[src/rtl/lsnseq_map.svh]
// Constants of the listen mode sequencer: encodings, timing and reset values
`ifndef LSNSEQ_MAP_SVH
`define LSNSEQ_MAP_SVH

// Start transition codes
`define LSNSEQ_START_TO_LOWPWR  2'h0
// Low power target code
`define LSNSEQ_LOWPWR_TO_IDLE  1'h1
// Idle exit codes
`define LSNSEQ_IDLE_TO_RX      1'h1
// Receive exit codes
`define LSNSEQ_RX_OFF_PAYLOAD  3'h4
`define LSNSEQ_RX_OFF_SYNC     3'h5
`define LSNSEQ_RX_OFF_PREAMBLE 3'h6
// Receive timeout exit code
`define LSNSEQ_TMO_TO_LOWPWR   2'h2
// Signal line map codes
`define LSNSEQ_MAP_CODE_11     2'h3
`define LSNSEQ_MAP_CODE_01     2'h1
// Timer width and reset value
`define LSNSEQ_TMR_W           16
`define LSNSEQ_TMR_RST         16'h0001
// Interrupt request pulse stretch, in ns and cycles at 100 MHz
`define LSNSEQ_IRQ_NS          20
`define LSNSEQ_CLK_NS          10
`define LSNSEQ_IRQ_CYC ((`LSNSEQ_IRQ_NS + `LSNSEQ_CLK_NS - 1) / `LSNSEQ_CLK_NS)

`endif

[src/rtl/lsnseq_pkg.sv]
// Types of the listen mode sequencer
package lsnseq_pkg;
    typedef enum logic [2:0] {
        LSNSEQ_OFF,
        LSNSEQ_LOWPWR,
        LSNSEQ_IDLE,
        LSNSEQ_RX,
        LSNSEQ_HOLD
    } lsnseq_state_t;
endpackage : lsnseq_pkg

[src/rtl/lsnseq_linemap.sv]
// Routes receiver events onto signal lines 0 to 4, registered
`timescale 1ns/1ns
`include "lsnseq_map.svh"
module lsnseq_linemap (
    // Clock and reset
    input  wire logic       clock,
    input  wire logic       nrst,
    // Mapping
    input  wire logic [9:0] line_map,
    input  wire logic       preamble_map_select,
    // Events
    input  wire logic       crc_good_event,
    input  wire logic       payload_complete_event,
    input  wire logic       fifo_threshold_event,
    input  wire logic       fifo_drained_event,
    input  wire logic       sync_word_match_event,
    input  wire logic       preamble_found_event,
    // Lines
    output logic [4:0]      signal_line
);
    logic [4:0] line_next;

    // Small fixed selection per line; unlisted codes drive low
    always_comb begin
        line_next = 5'h00;
        case (line_map[1:0])
            2'h0:    line_next[0] = payload_complete_event;
            2'h1:    line_next[0] = crc_good_event;
            default: line_next[0] = 1'b0;
        endcase
        line_next[1] = (line_map[3:2] == 2'h0) ? fifo_threshold_event : 1'b0;
        line_next[2] = (line_map[5:4] == `LSNSEQ_MAP_CODE_11)
                       ? sync_word_match_event : 1'b0;
        line_next[3] = (line_map[7:6] == 2'h0) ? fifo_drained_event : 1'b0;
        // Preamble routed only with code 11 and map bit set
        line_next[4] = (line_map[9:8] == `LSNSEQ_MAP_CODE_11)
                       && preamble_map_select && preamble_found_event;
    end

    // Registered so that the lines stay glitch free
    always_ff @(posedge clock) begin
        if (!nrst)
            signal_line <= 5'h00;
        else
            signal_line <= line_next;
    end
endmodule : lsnseq_linemap

[src/rtl/lsnseq_timer.sv]
// Down counter ticking on the RC oscillator tick, one-cycle expiry pulse
`timescale 1ns/1ns
module lsnseq_timer #(
    parameter int W = 16
) (
    // Clock and reset
    input  wire logic         clock,
    input  wire logic         nrst,
    // Control
    input  wire logic         load,
    input  wire logic [W-1:0] period,
    input  wire logic         tick,
    // Status
    output logic              expired
);
    logic [W-1:0] count_reg;
    logic         run_reg;

    // Load restarts the count; expiry stops it
    always_ff @(posedge clock) begin
        if (!nrst) begin
            count_reg <= '0;
            run_reg   <= 1'b0;
            expired   <= 1'b0;
        end else begin
            expired <= 1'b0;
            if (load) begin
                count_reg <= period;
                run_reg   <= 1'b1;
            end else if (run_reg && tick) begin
                if (count_reg <= W'(1)) begin
                    run_reg <= 1'b0;
                    expired <= 1'b1;
                end else begin
                    count_reg <= count_reg - W'(1);
                end
            end
        end
    end
endmodule : lsnseq_timer

[src/rtl/lsnseq_top.sv]
// Listen mode top sequencer: idle/receive polling with wake detection
`timescale 1ns/1ns
`include "lsnseq_map.svh"
module lsnseq_top #(
    parameter int TW = `LSNSEQ_TMR_W
) (
    // Clock and reset
    input  wire logic          clock,
    input  wire logic          nrst,
    // Host control
    input  wire logic          seq_start,
    input  wire logic          seq_stop,
    input  wire logic          idle_state_select,
    input  wire logic [1:0]    start_transition_sel,
    input  wire logic          low_power_target_sel,
    input  wire logic          idle_exit_transition_sel,
    input  wire logic [2:0]    receive_exit_transition_sel,
    input  wire logic [1:0]    timeout_exit_sel,
    input  wire logic [TW-1:0] idle_interval_timer,
    input  wire logic [TW-1:0] receive_window_timer,
    input  wire logic [TW-1:0] receive_timeout_interval,
    input  wire logic [9:0]    line_map,
    input  wire logic          preamble_map_select,
    // RC oscillator tick, from another domain
    input  wire logic          rc_tick_pin,
    // Receiver events, same clock
    input  wire logic          preamble_found_event,
    input  wire logic          sync_word_match_event,
    input  wire logic          payload_complete_event,
    input  wire logic          crc_good_event,
    input  wire logic          fifo_threshold_event,
    input  wire logic          fifo_drained_event,
    // Status
    output logic               receiver_on,
    output logic               sleep_on,
    output logic               seq_running,
    output logic               irq_packet,
    output logic [4:0]         signal_line
);
    localparam logic [1:0] IRQ_CYC = 2'(`LSNSEQ_IRQ_CYC);

    lsnseq_pkg::lsnseq_state_t state_reg;
    lsnseq_pkg::lsnseq_state_t state_next;
    logic                      tick_s1_reg;
    logic                      tick_s2_reg;
    logic                      tick_d_reg;
    logic                      tick;
    logic                      t1_load;
    logic                      t2_load;
    logic                      tmo_load;
    logic                      t1_exp;
    logic                      t2_exp;
    logic                      tmo_exp;
    logic                      pre_seen_reg;
    logic                      rest_reg;
    logic                      wake_hit;
    logic                      sync_mode;
    logic [1:0]                irq_cnt_reg;

    // Two-stage synchroniser for the RC tick, edge taken after stage two
    always_ff @(posedge clock) begin
        if (!nrst) begin
            tick_s1_reg <= 1'b0;
            tick_s2_reg <= 1'b0;
            tick_d_reg  <= 1'b0;
        end else begin
            tick_s1_reg <= rc_tick_pin;
            tick_s2_reg <= tick_s1_reg;
            tick_d_reg  <= tick_s2_reg;
        end
    end
    assign tick = tick_s2_reg && !tick_d_reg;

    // Idle interval timer runs during idle
    lsnseq_timer #(.W(TW)) u_idle_tmr (
        .clock   (clock),
        .nrst    (nrst),
        .load    (t1_load),
        .period  (idle_interval_timer),
        .tick    (tick),
        .expired (t1_exp)
    );

    // Receive window timer runs during receive
    lsnseq_timer #(.W(TW)) u_win_tmr (
        .clock   (clock),
        .nrst    (nrst),
        .load    (t2_load),
        .period  (receive_window_timer),
        .tick    (tick),
        .expired (t2_exp)
    );

    // Short receive timeout used in every wake mode but preamble
    lsnseq_timer #(.W(TW)) u_tmo_tmr (
        .clock   (clock),
        .nrst    (nrst),
        .load    (tmo_load),
        .period  (receive_timeout_interval),
        .tick    (tick),
        .expired (tmo_exp)
    );

    // Wake criterion picked by the receive exit code
    always_comb begin
        case (receive_exit_transition_sel)
            `LSNSEQ_RX_OFF_PREAMBLE: wake_hit = preamble_found_event;
            // Sync word ends the polling
            `LSNSEQ_RX_OFF_SYNC:     wake_hit = sync_word_match_event;
            `LSNSEQ_RX_OFF_PAYLOAD:  wake_hit = payload_complete_event;
            default:                 wake_hit = 1'b0;
        endcase
    end
    assign sync_mode = (receive_exit_transition_sel != `LSNSEQ_RX_OFF_PREAMBLE);

    // Next state of the polling loop
    always_comb begin
        state_next = state_reg;
        case (state_reg)
            lsnseq_pkg::LSNSEQ_OFF: begin
                if (seq_start &&
                    start_transition_sel == `LSNSEQ_START_TO_LOWPWR)
                    state_next = lsnseq_pkg::LSNSEQ_LOWPWR;
            end
            lsnseq_pkg::LSNSEQ_LOWPWR: begin
                // Low power selection chooses the idle phase
                if (rest_reg && !t2_exp)
                    state_next = lsnseq_pkg::LSNSEQ_LOWPWR;
                else if (low_power_target_sel == `LSNSEQ_LOWPWR_TO_IDLE)
                    state_next = lsnseq_pkg::LSNSEQ_IDLE;
                else
                    state_next = lsnseq_pkg::LSNSEQ_OFF;
            end
            lsnseq_pkg::LSNSEQ_IDLE: begin
                // Wake receiver on idle timer expiry
                if (t1_exp && idle_exit_transition_sel == `LSNSEQ_IDLE_TO_RX)
                    state_next = lsnseq_pkg::LSNSEQ_RX;
            end
            lsnseq_pkg::LSNSEQ_RX: begin
                if (wake_hit)
                    state_next = lsnseq_pkg::LSNSEQ_HOLD;
                else if (t2_exp)
                    state_next = lsnseq_pkg::LSNSEQ_LOWPWR;
                else if (sync_mode && tmo_exp && !pre_seen_reg &&
                         timeout_exit_sel == `LSNSEQ_TMO_TO_LOWPWR)
                    state_next = lsnseq_pkg::LSNSEQ_LOWPWR;
            end
            lsnseq_pkg::LSNSEQ_HOLD: begin
                state_next = lsnseq_pkg::LSNSEQ_HOLD;
            end
            default: state_next = lsnseq_pkg::LSNSEQ_OFF;
        endcase
        // Host stop ends everything
        if (seq_stop)
            state_next = lsnseq_pkg::LSNSEQ_OFF;
    end

    // State register
    always_ff @(posedge clock) begin
        if (!nrst)
            state_reg <= lsnseq_pkg::LSNSEQ_OFF;
        else
            state_reg <= state_next;
    end

    // Timer loads on phase entry; window counts from receive start,
    // so a receive starts every idle plus window
    assign t1_load  = (state_reg != lsnseq_pkg::LSNSEQ_IDLE) &&
                      (state_next == lsnseq_pkg::LSNSEQ_IDLE);
    assign t2_load  = (state_reg != lsnseq_pkg::LSNSEQ_RX) &&
                      (state_next == lsnseq_pkg::LSNSEQ_RX);
    assign tmo_load = t2_load;

    // Preamble seen in this window keeps receive past timeout
    always_ff @(posedge clock) begin
        if (!nrst)
            pre_seen_reg <= 1'b0;
        else if (state_reg != lsnseq_pkg::LSNSEQ_RX)
            pre_seen_reg <= 1'b0;
        else if (preamble_found_event)
            pre_seen_reg <= 1'b1;
    end

    // Window remainder owed after a receive timeout; without it the
    // period would shrink to idle plus timeout
    always_ff @(posedge clock) begin
        if (!nrst)
            rest_reg <= 1'b0;
        else if (state_reg == lsnseq_pkg::LSNSEQ_RX && !t2_exp &&
                 state_next == lsnseq_pkg::LSNSEQ_LOWPWR)
            rest_reg <= 1'b1;
        else if (t2_exp || state_next == lsnseq_pkg::LSNSEQ_OFF)
            rest_reg <= 1'b0;
    end

    // Phase outputs: receiver off outside receive and hold
    always_ff @(posedge clock) begin
        if (!nrst) begin
            receiver_on <= 1'b0;
            sleep_on    <= 1'b0;
            seq_running <= 1'b0;
        end else begin
            receiver_on <= (state_next == lsnseq_pkg::LSNSEQ_RX) ||
                           (state_next == lsnseq_pkg::LSNSEQ_HOLD);
            // Sleep with RC on while idle or in low power
            sleep_on    <= idle_state_select &&
                           (state_next == lsnseq_pkg::LSNSEQ_IDLE ||
                            state_next == lsnseq_pkg::LSNSEQ_LOWPWR);
            seq_running <= (state_next != lsnseq_pkg::LSNSEQ_OFF) &&
                           (state_next != lsnseq_pkg::LSNSEQ_HOLD);
        end
    end

    // Packet interrupt stretched to a fixed width
    always_ff @(posedge clock) begin
        if (!nrst) begin
            irq_cnt_reg <= 2'h0;
            irq_packet  <= 1'b0;
        end else begin
            if (payload_complete_event && state_reg != lsnseq_pkg::LSNSEQ_OFF)
                irq_cnt_reg <= IRQ_CYC;
            else if (irq_cnt_reg != 2'h0)
                irq_cnt_reg <= irq_cnt_reg - 2'h1;
            irq_packet <= (payload_complete_event &&
                           state_reg != lsnseq_pkg::LSNSEQ_OFF) ||
                          (irq_cnt_reg > 2'h1);
        end
    end

    // Signal line routing
    lsnseq_linemap u_linemap (
        .clock                  (clock),
        .nrst                   (nrst),
        .line_map               (line_map),
        .preamble_map_select    (preamble_map_select),
        .crc_good_event         (crc_good_event),
        .payload_complete_event (payload_complete_event),
        .fifo_threshold_event   (fifo_threshold_event),
        .fifo_drained_event     (fifo_drained_event),
        .sync_word_match_event  (sync_word_match_event),
        .preamble_found_event   (preamble_found_event),
        .signal_line            (signal_line)
    );
endmodule : lsnseq_top

[config.mk]
export PLATFORM = sky130hd
export DESIGN_NAME = lsnseq_top
export DESIGN_NICKNAME = d
export VERILOG_FILES = /design/src/rtl/lsnseq_pkg.sv /design/src/rtl/lsnseq_linemap.sv /design/src/rtl/lsnseq_timer.sv /design/src/rtl/lsnseq_top.sv
export VERILOG_INCLUDE_DIRS = /design/src /design/src/rtl
export SDC_FILE = /design/constraint.sdc
export NUM_CORES = 1
export LEC_CHECK = 0
export BUFFER_PORTS_ARGS = -buffer_cell sky130_fd_sc_hd__buf_4
export CORE_MARGIN = 2
export CORE_UTILIZATION = 30
export DETAILED_ROUTE_END_ITERATION = 16
export PLACE_DENSITY = 0.59
export SETUP_SLACK_MARGIN = 0.05
export SLEW_MARGIN = 20
export SYNTH_ARGS = -nofsm -noshare
export SYNTH_HDL_FRONTEND = slang
export SYNTH_SLANG_ARGS = --single-unit
[constraint.sdc]
create_clock -name clock -period 3.6 [get_ports clock]
set_input_delay 0.18 -clock clock [delete_from_list [all_inputs] [get_ports clock]]
set_output_delay 0.18 -clock clock [all_outputs]
set_load 0.03 [all_outputs]
==> flow_summary.ini <==
[critical_path]
critPathTopFamily = compound AO/OA/AOI/OAI gates
start_kind = flip-flop
crit_type = reg -> reg
crit_path_frequent_cell = buf_4
reg2regPathDepth = 7
required_ps = 3850
crit_buf_inv = 2
crit_slowest_cell = dfxtp_1
crit_chain = nand4bb_1 -> a211oi_1 -> a22o_1 -> buf_4 -> nand2_1 -> buf_4 -> a311oi_1
r2r_end = u_win_tmr.count_reg[4]
crit_arrival_ps = 2760
cp_max_fo = 16
reg2reg_slack_ps = 1100
slowest_delay_ps = 410
endpoint_kind = flip-flop
rr_startpoint = state_reg[2]

[synthesis]
syn_nets = 565
yosysWarningCount = 0
avgSynthCellArea_um2 = 8.29
synth_area_leaders = dfxtp_1 (37%), xnor2_1 (6.0%), a21oi_1 (5.2%)
synth_edf_count = 0
ys.flop_type = dfxtp_1
postSynthCellCount = 479
synthDistinctLibCells = 57
syn_area_um2 = 3970
synth_top_cell_by_area = dfxtp_1
netlist.area_leader.share = 0.368
postSynth.asyncResetShare = 0
ys_seq_area_frac = 0.368
ys_ff_latch = 73

[floorplan]
dieArea_um2 = 14200
rows = 42
ioPinCount = 89
die_h_um = 119
die_w_um = 119
start_util = 0.304
core_area_um2 = 13100

[hold_path]
hp-class = in -> reg
holdPathStages = 2
hold_start = rc_tick_pin
hold-path-endpoint = tick_s1_reg

[clocking]
htreeDepth = 3
cts.sinks = 73
cts_buffer_depth = 2
clk_pin_slew_ps = 60
clockRootBuffer = clkbuf_16
cts_resized = 0
cts_tree = done
cts_setup_buffers = 0
cts_buffers = 9
clk_latency_ps = 340

[global_route]
grt_max_degree = 50
grt_use_met2 = 0.260
grt_pass1_wl_um = 19000
grt.met1_usage = 0.219
busiest_layer = met2
grt.overflow.total = 0
use_met3 = 0.0307
grtUsageTotal = 0.166
antenna_found_initial = 0
grt_pass1_vias = 3988

[routing]
detail_route.first_pass.iterations = 6
routed_wirelength_um = 11600
routed_via_density = 5.41
wl_per_cell_um = 15.6
ant_nets = 0
vias = 4014
drc_errors = 0
dr.first_iter.drc_count = 222

[power_and_ir_drop]
power.density_nw_per_um2 = 392
p_leak_nw = 1.82
max-vdd-ir-drop_mv = 0.269
total_power_mw = 2.04

[timing]
fin_crit_sh = 0.696
worst_clock_skew_ps = 6.59
finalSetupViolations = 0
tns_ps = 0
slew_violations = 0
max_freq_mhz = 399
rsz0062_at_grt = false
fin_crit_ps = 2500
worst_slew_pin_slew_ps = 908
hold_viol = 0
max_slew_margin = 0.390

[finish]
antenna_cells = 0
final_design_area_no_fill_um2 = 5200
layout.nets = 647
drive_above_1_share = 0.214
area_growth_pct = 30.9
instances_no_fill = 742

[place]
port_buffers = 88
gp_congestion = 0.856
dpl_cell_area_um2 = 4800
place_hpwl_um = 8120
place_inst = 721

[job]
max_cap_violations = 0

[outcome]
outcome = finished, final reports clean
==> stage by stage <==
step | util | hold slack [ps] | setup slack (ps)
4_1_cts | 0.397 | 41.1 | 1130
5_1_grt | 0.397 | 57.5 | 861
6_report | 0.397 | 48.6 | 1100
3_5_place_dp | 0.367 | 347 | 1140
3_3_place_gp | 0.367 | 345 | 1260
2_1_floorplan | - | 257 | 1620
==> cells in the mapped netlist (5+ instances only) <==
cell type  number
a211oi_1       19
nand4_1         6
a31oi_1         5
dfxtp_1        73
nor3_1         36
nor2_1         34
a21oi_1        41
inv_1          10
clkbuf_1       20
nor4_1         17
ha_1            6
nor4b_1         5
nand2_1        25
xnor2_1        27
o21a_1          6
buf_2           6
or3_1           6
o31ai_1        23
nand3_1        15
and2_1          5
o22ai_1         5
a311oi_1        7
o21ai_0         9
nor2b_1         5
==> final cells by class <==
cell class	count	area, um^2
Clock buffer	10	239
Multi-Input combinational cell	367	2370
Timing Repair Buffer	99	756
Inverter	11	41.3
Tap cell	176	220
Fill cell	1327	7890
Clock inverter	6	114
Sequential cell	73	1460
==> power breakdown <==
part	leakage, nW	total, mW	internal, mW	switching [mW]
logic	1.06	0.157	0.0819	0.0756
clock network	0.165	1.06	0.698	0.363
registers	0.589	0.818	0.814	0.00479
total	1.82	2.04	1.59	0.443
==> layout by cell type (no fill, tap or decap), types with 17 or more instances in the layout <==
master    count
nand2_1      25
a21oi_1      41
dfxtp_1      73
nor3_1       36
nor4_1       17
a211oi_1     18
o31ai_1      23
nor2_1       34
buf_4        94
xnor2_1      27
==> kinds of logic after synthesis <==
| kind of cell | Yosys count | share of synthesized area |
|---|---|---|
| compound gates | 144 | 0.247 |
| mux | 2 | 0.00504 |
| simple gates | 188 | 0.263 |
| buf+inv | 39 | 0.0387 |
| flops | 73 | 0.368 |
| fa+ha+maj | 6 | 0.0189 |
| xor+xnor | 27 | 0.0595 |
==> how the worst max path moves through the flow <==
stage | start | to | depth (start not counted) | slack [ps]
2_1_floorplan | u_win_tmr.count_reg[8] | u_win_tmr.count_reg[14] | 4 | 1620
3_3_place_gp | state_reg[2] | u_win_tmr.count_reg[2] | 7 | 1260
3_5_place_dp | state_reg[2] | u_win_tmr.count_reg[2] | 7 | 1140
4_1_cts | state_reg[2] | u_win_tmr.count_reg[2] | 7 | 1130
5_1_grt | state_reg[2] | u_win_tmr.count_reg[8] | 7 | 860
6_report | state_reg[2] | u_win_tmr.count_reg[4] | 7 | 1100
==> per-layer routing <==
metal	up-vias	part of all wire
li1	1992	-
met1	1851	0.47
met2	149	0.44
met3	22	0.062
met4	0	0.024
met5	-	0
==> what timing repair did <==
| action | CTS | global route |
|---|---|---|
| hold buffers | 5 | 0 |
| endpoints found under the setup margin | 0 | 0 |
| hold endpoints to repair | 3 | 0 |
==> worst reg2reg max path: stages (launching register included) <==
cell and delay (ps):
dfxtp_1 410, nand4bb_1 290, a211oi_1 400, a22o_1 210, buf_4 190, nand2_1 350, buf_4 340, a311oi_1 230
No activity file was read; power rests on OpenSTA's default activity.
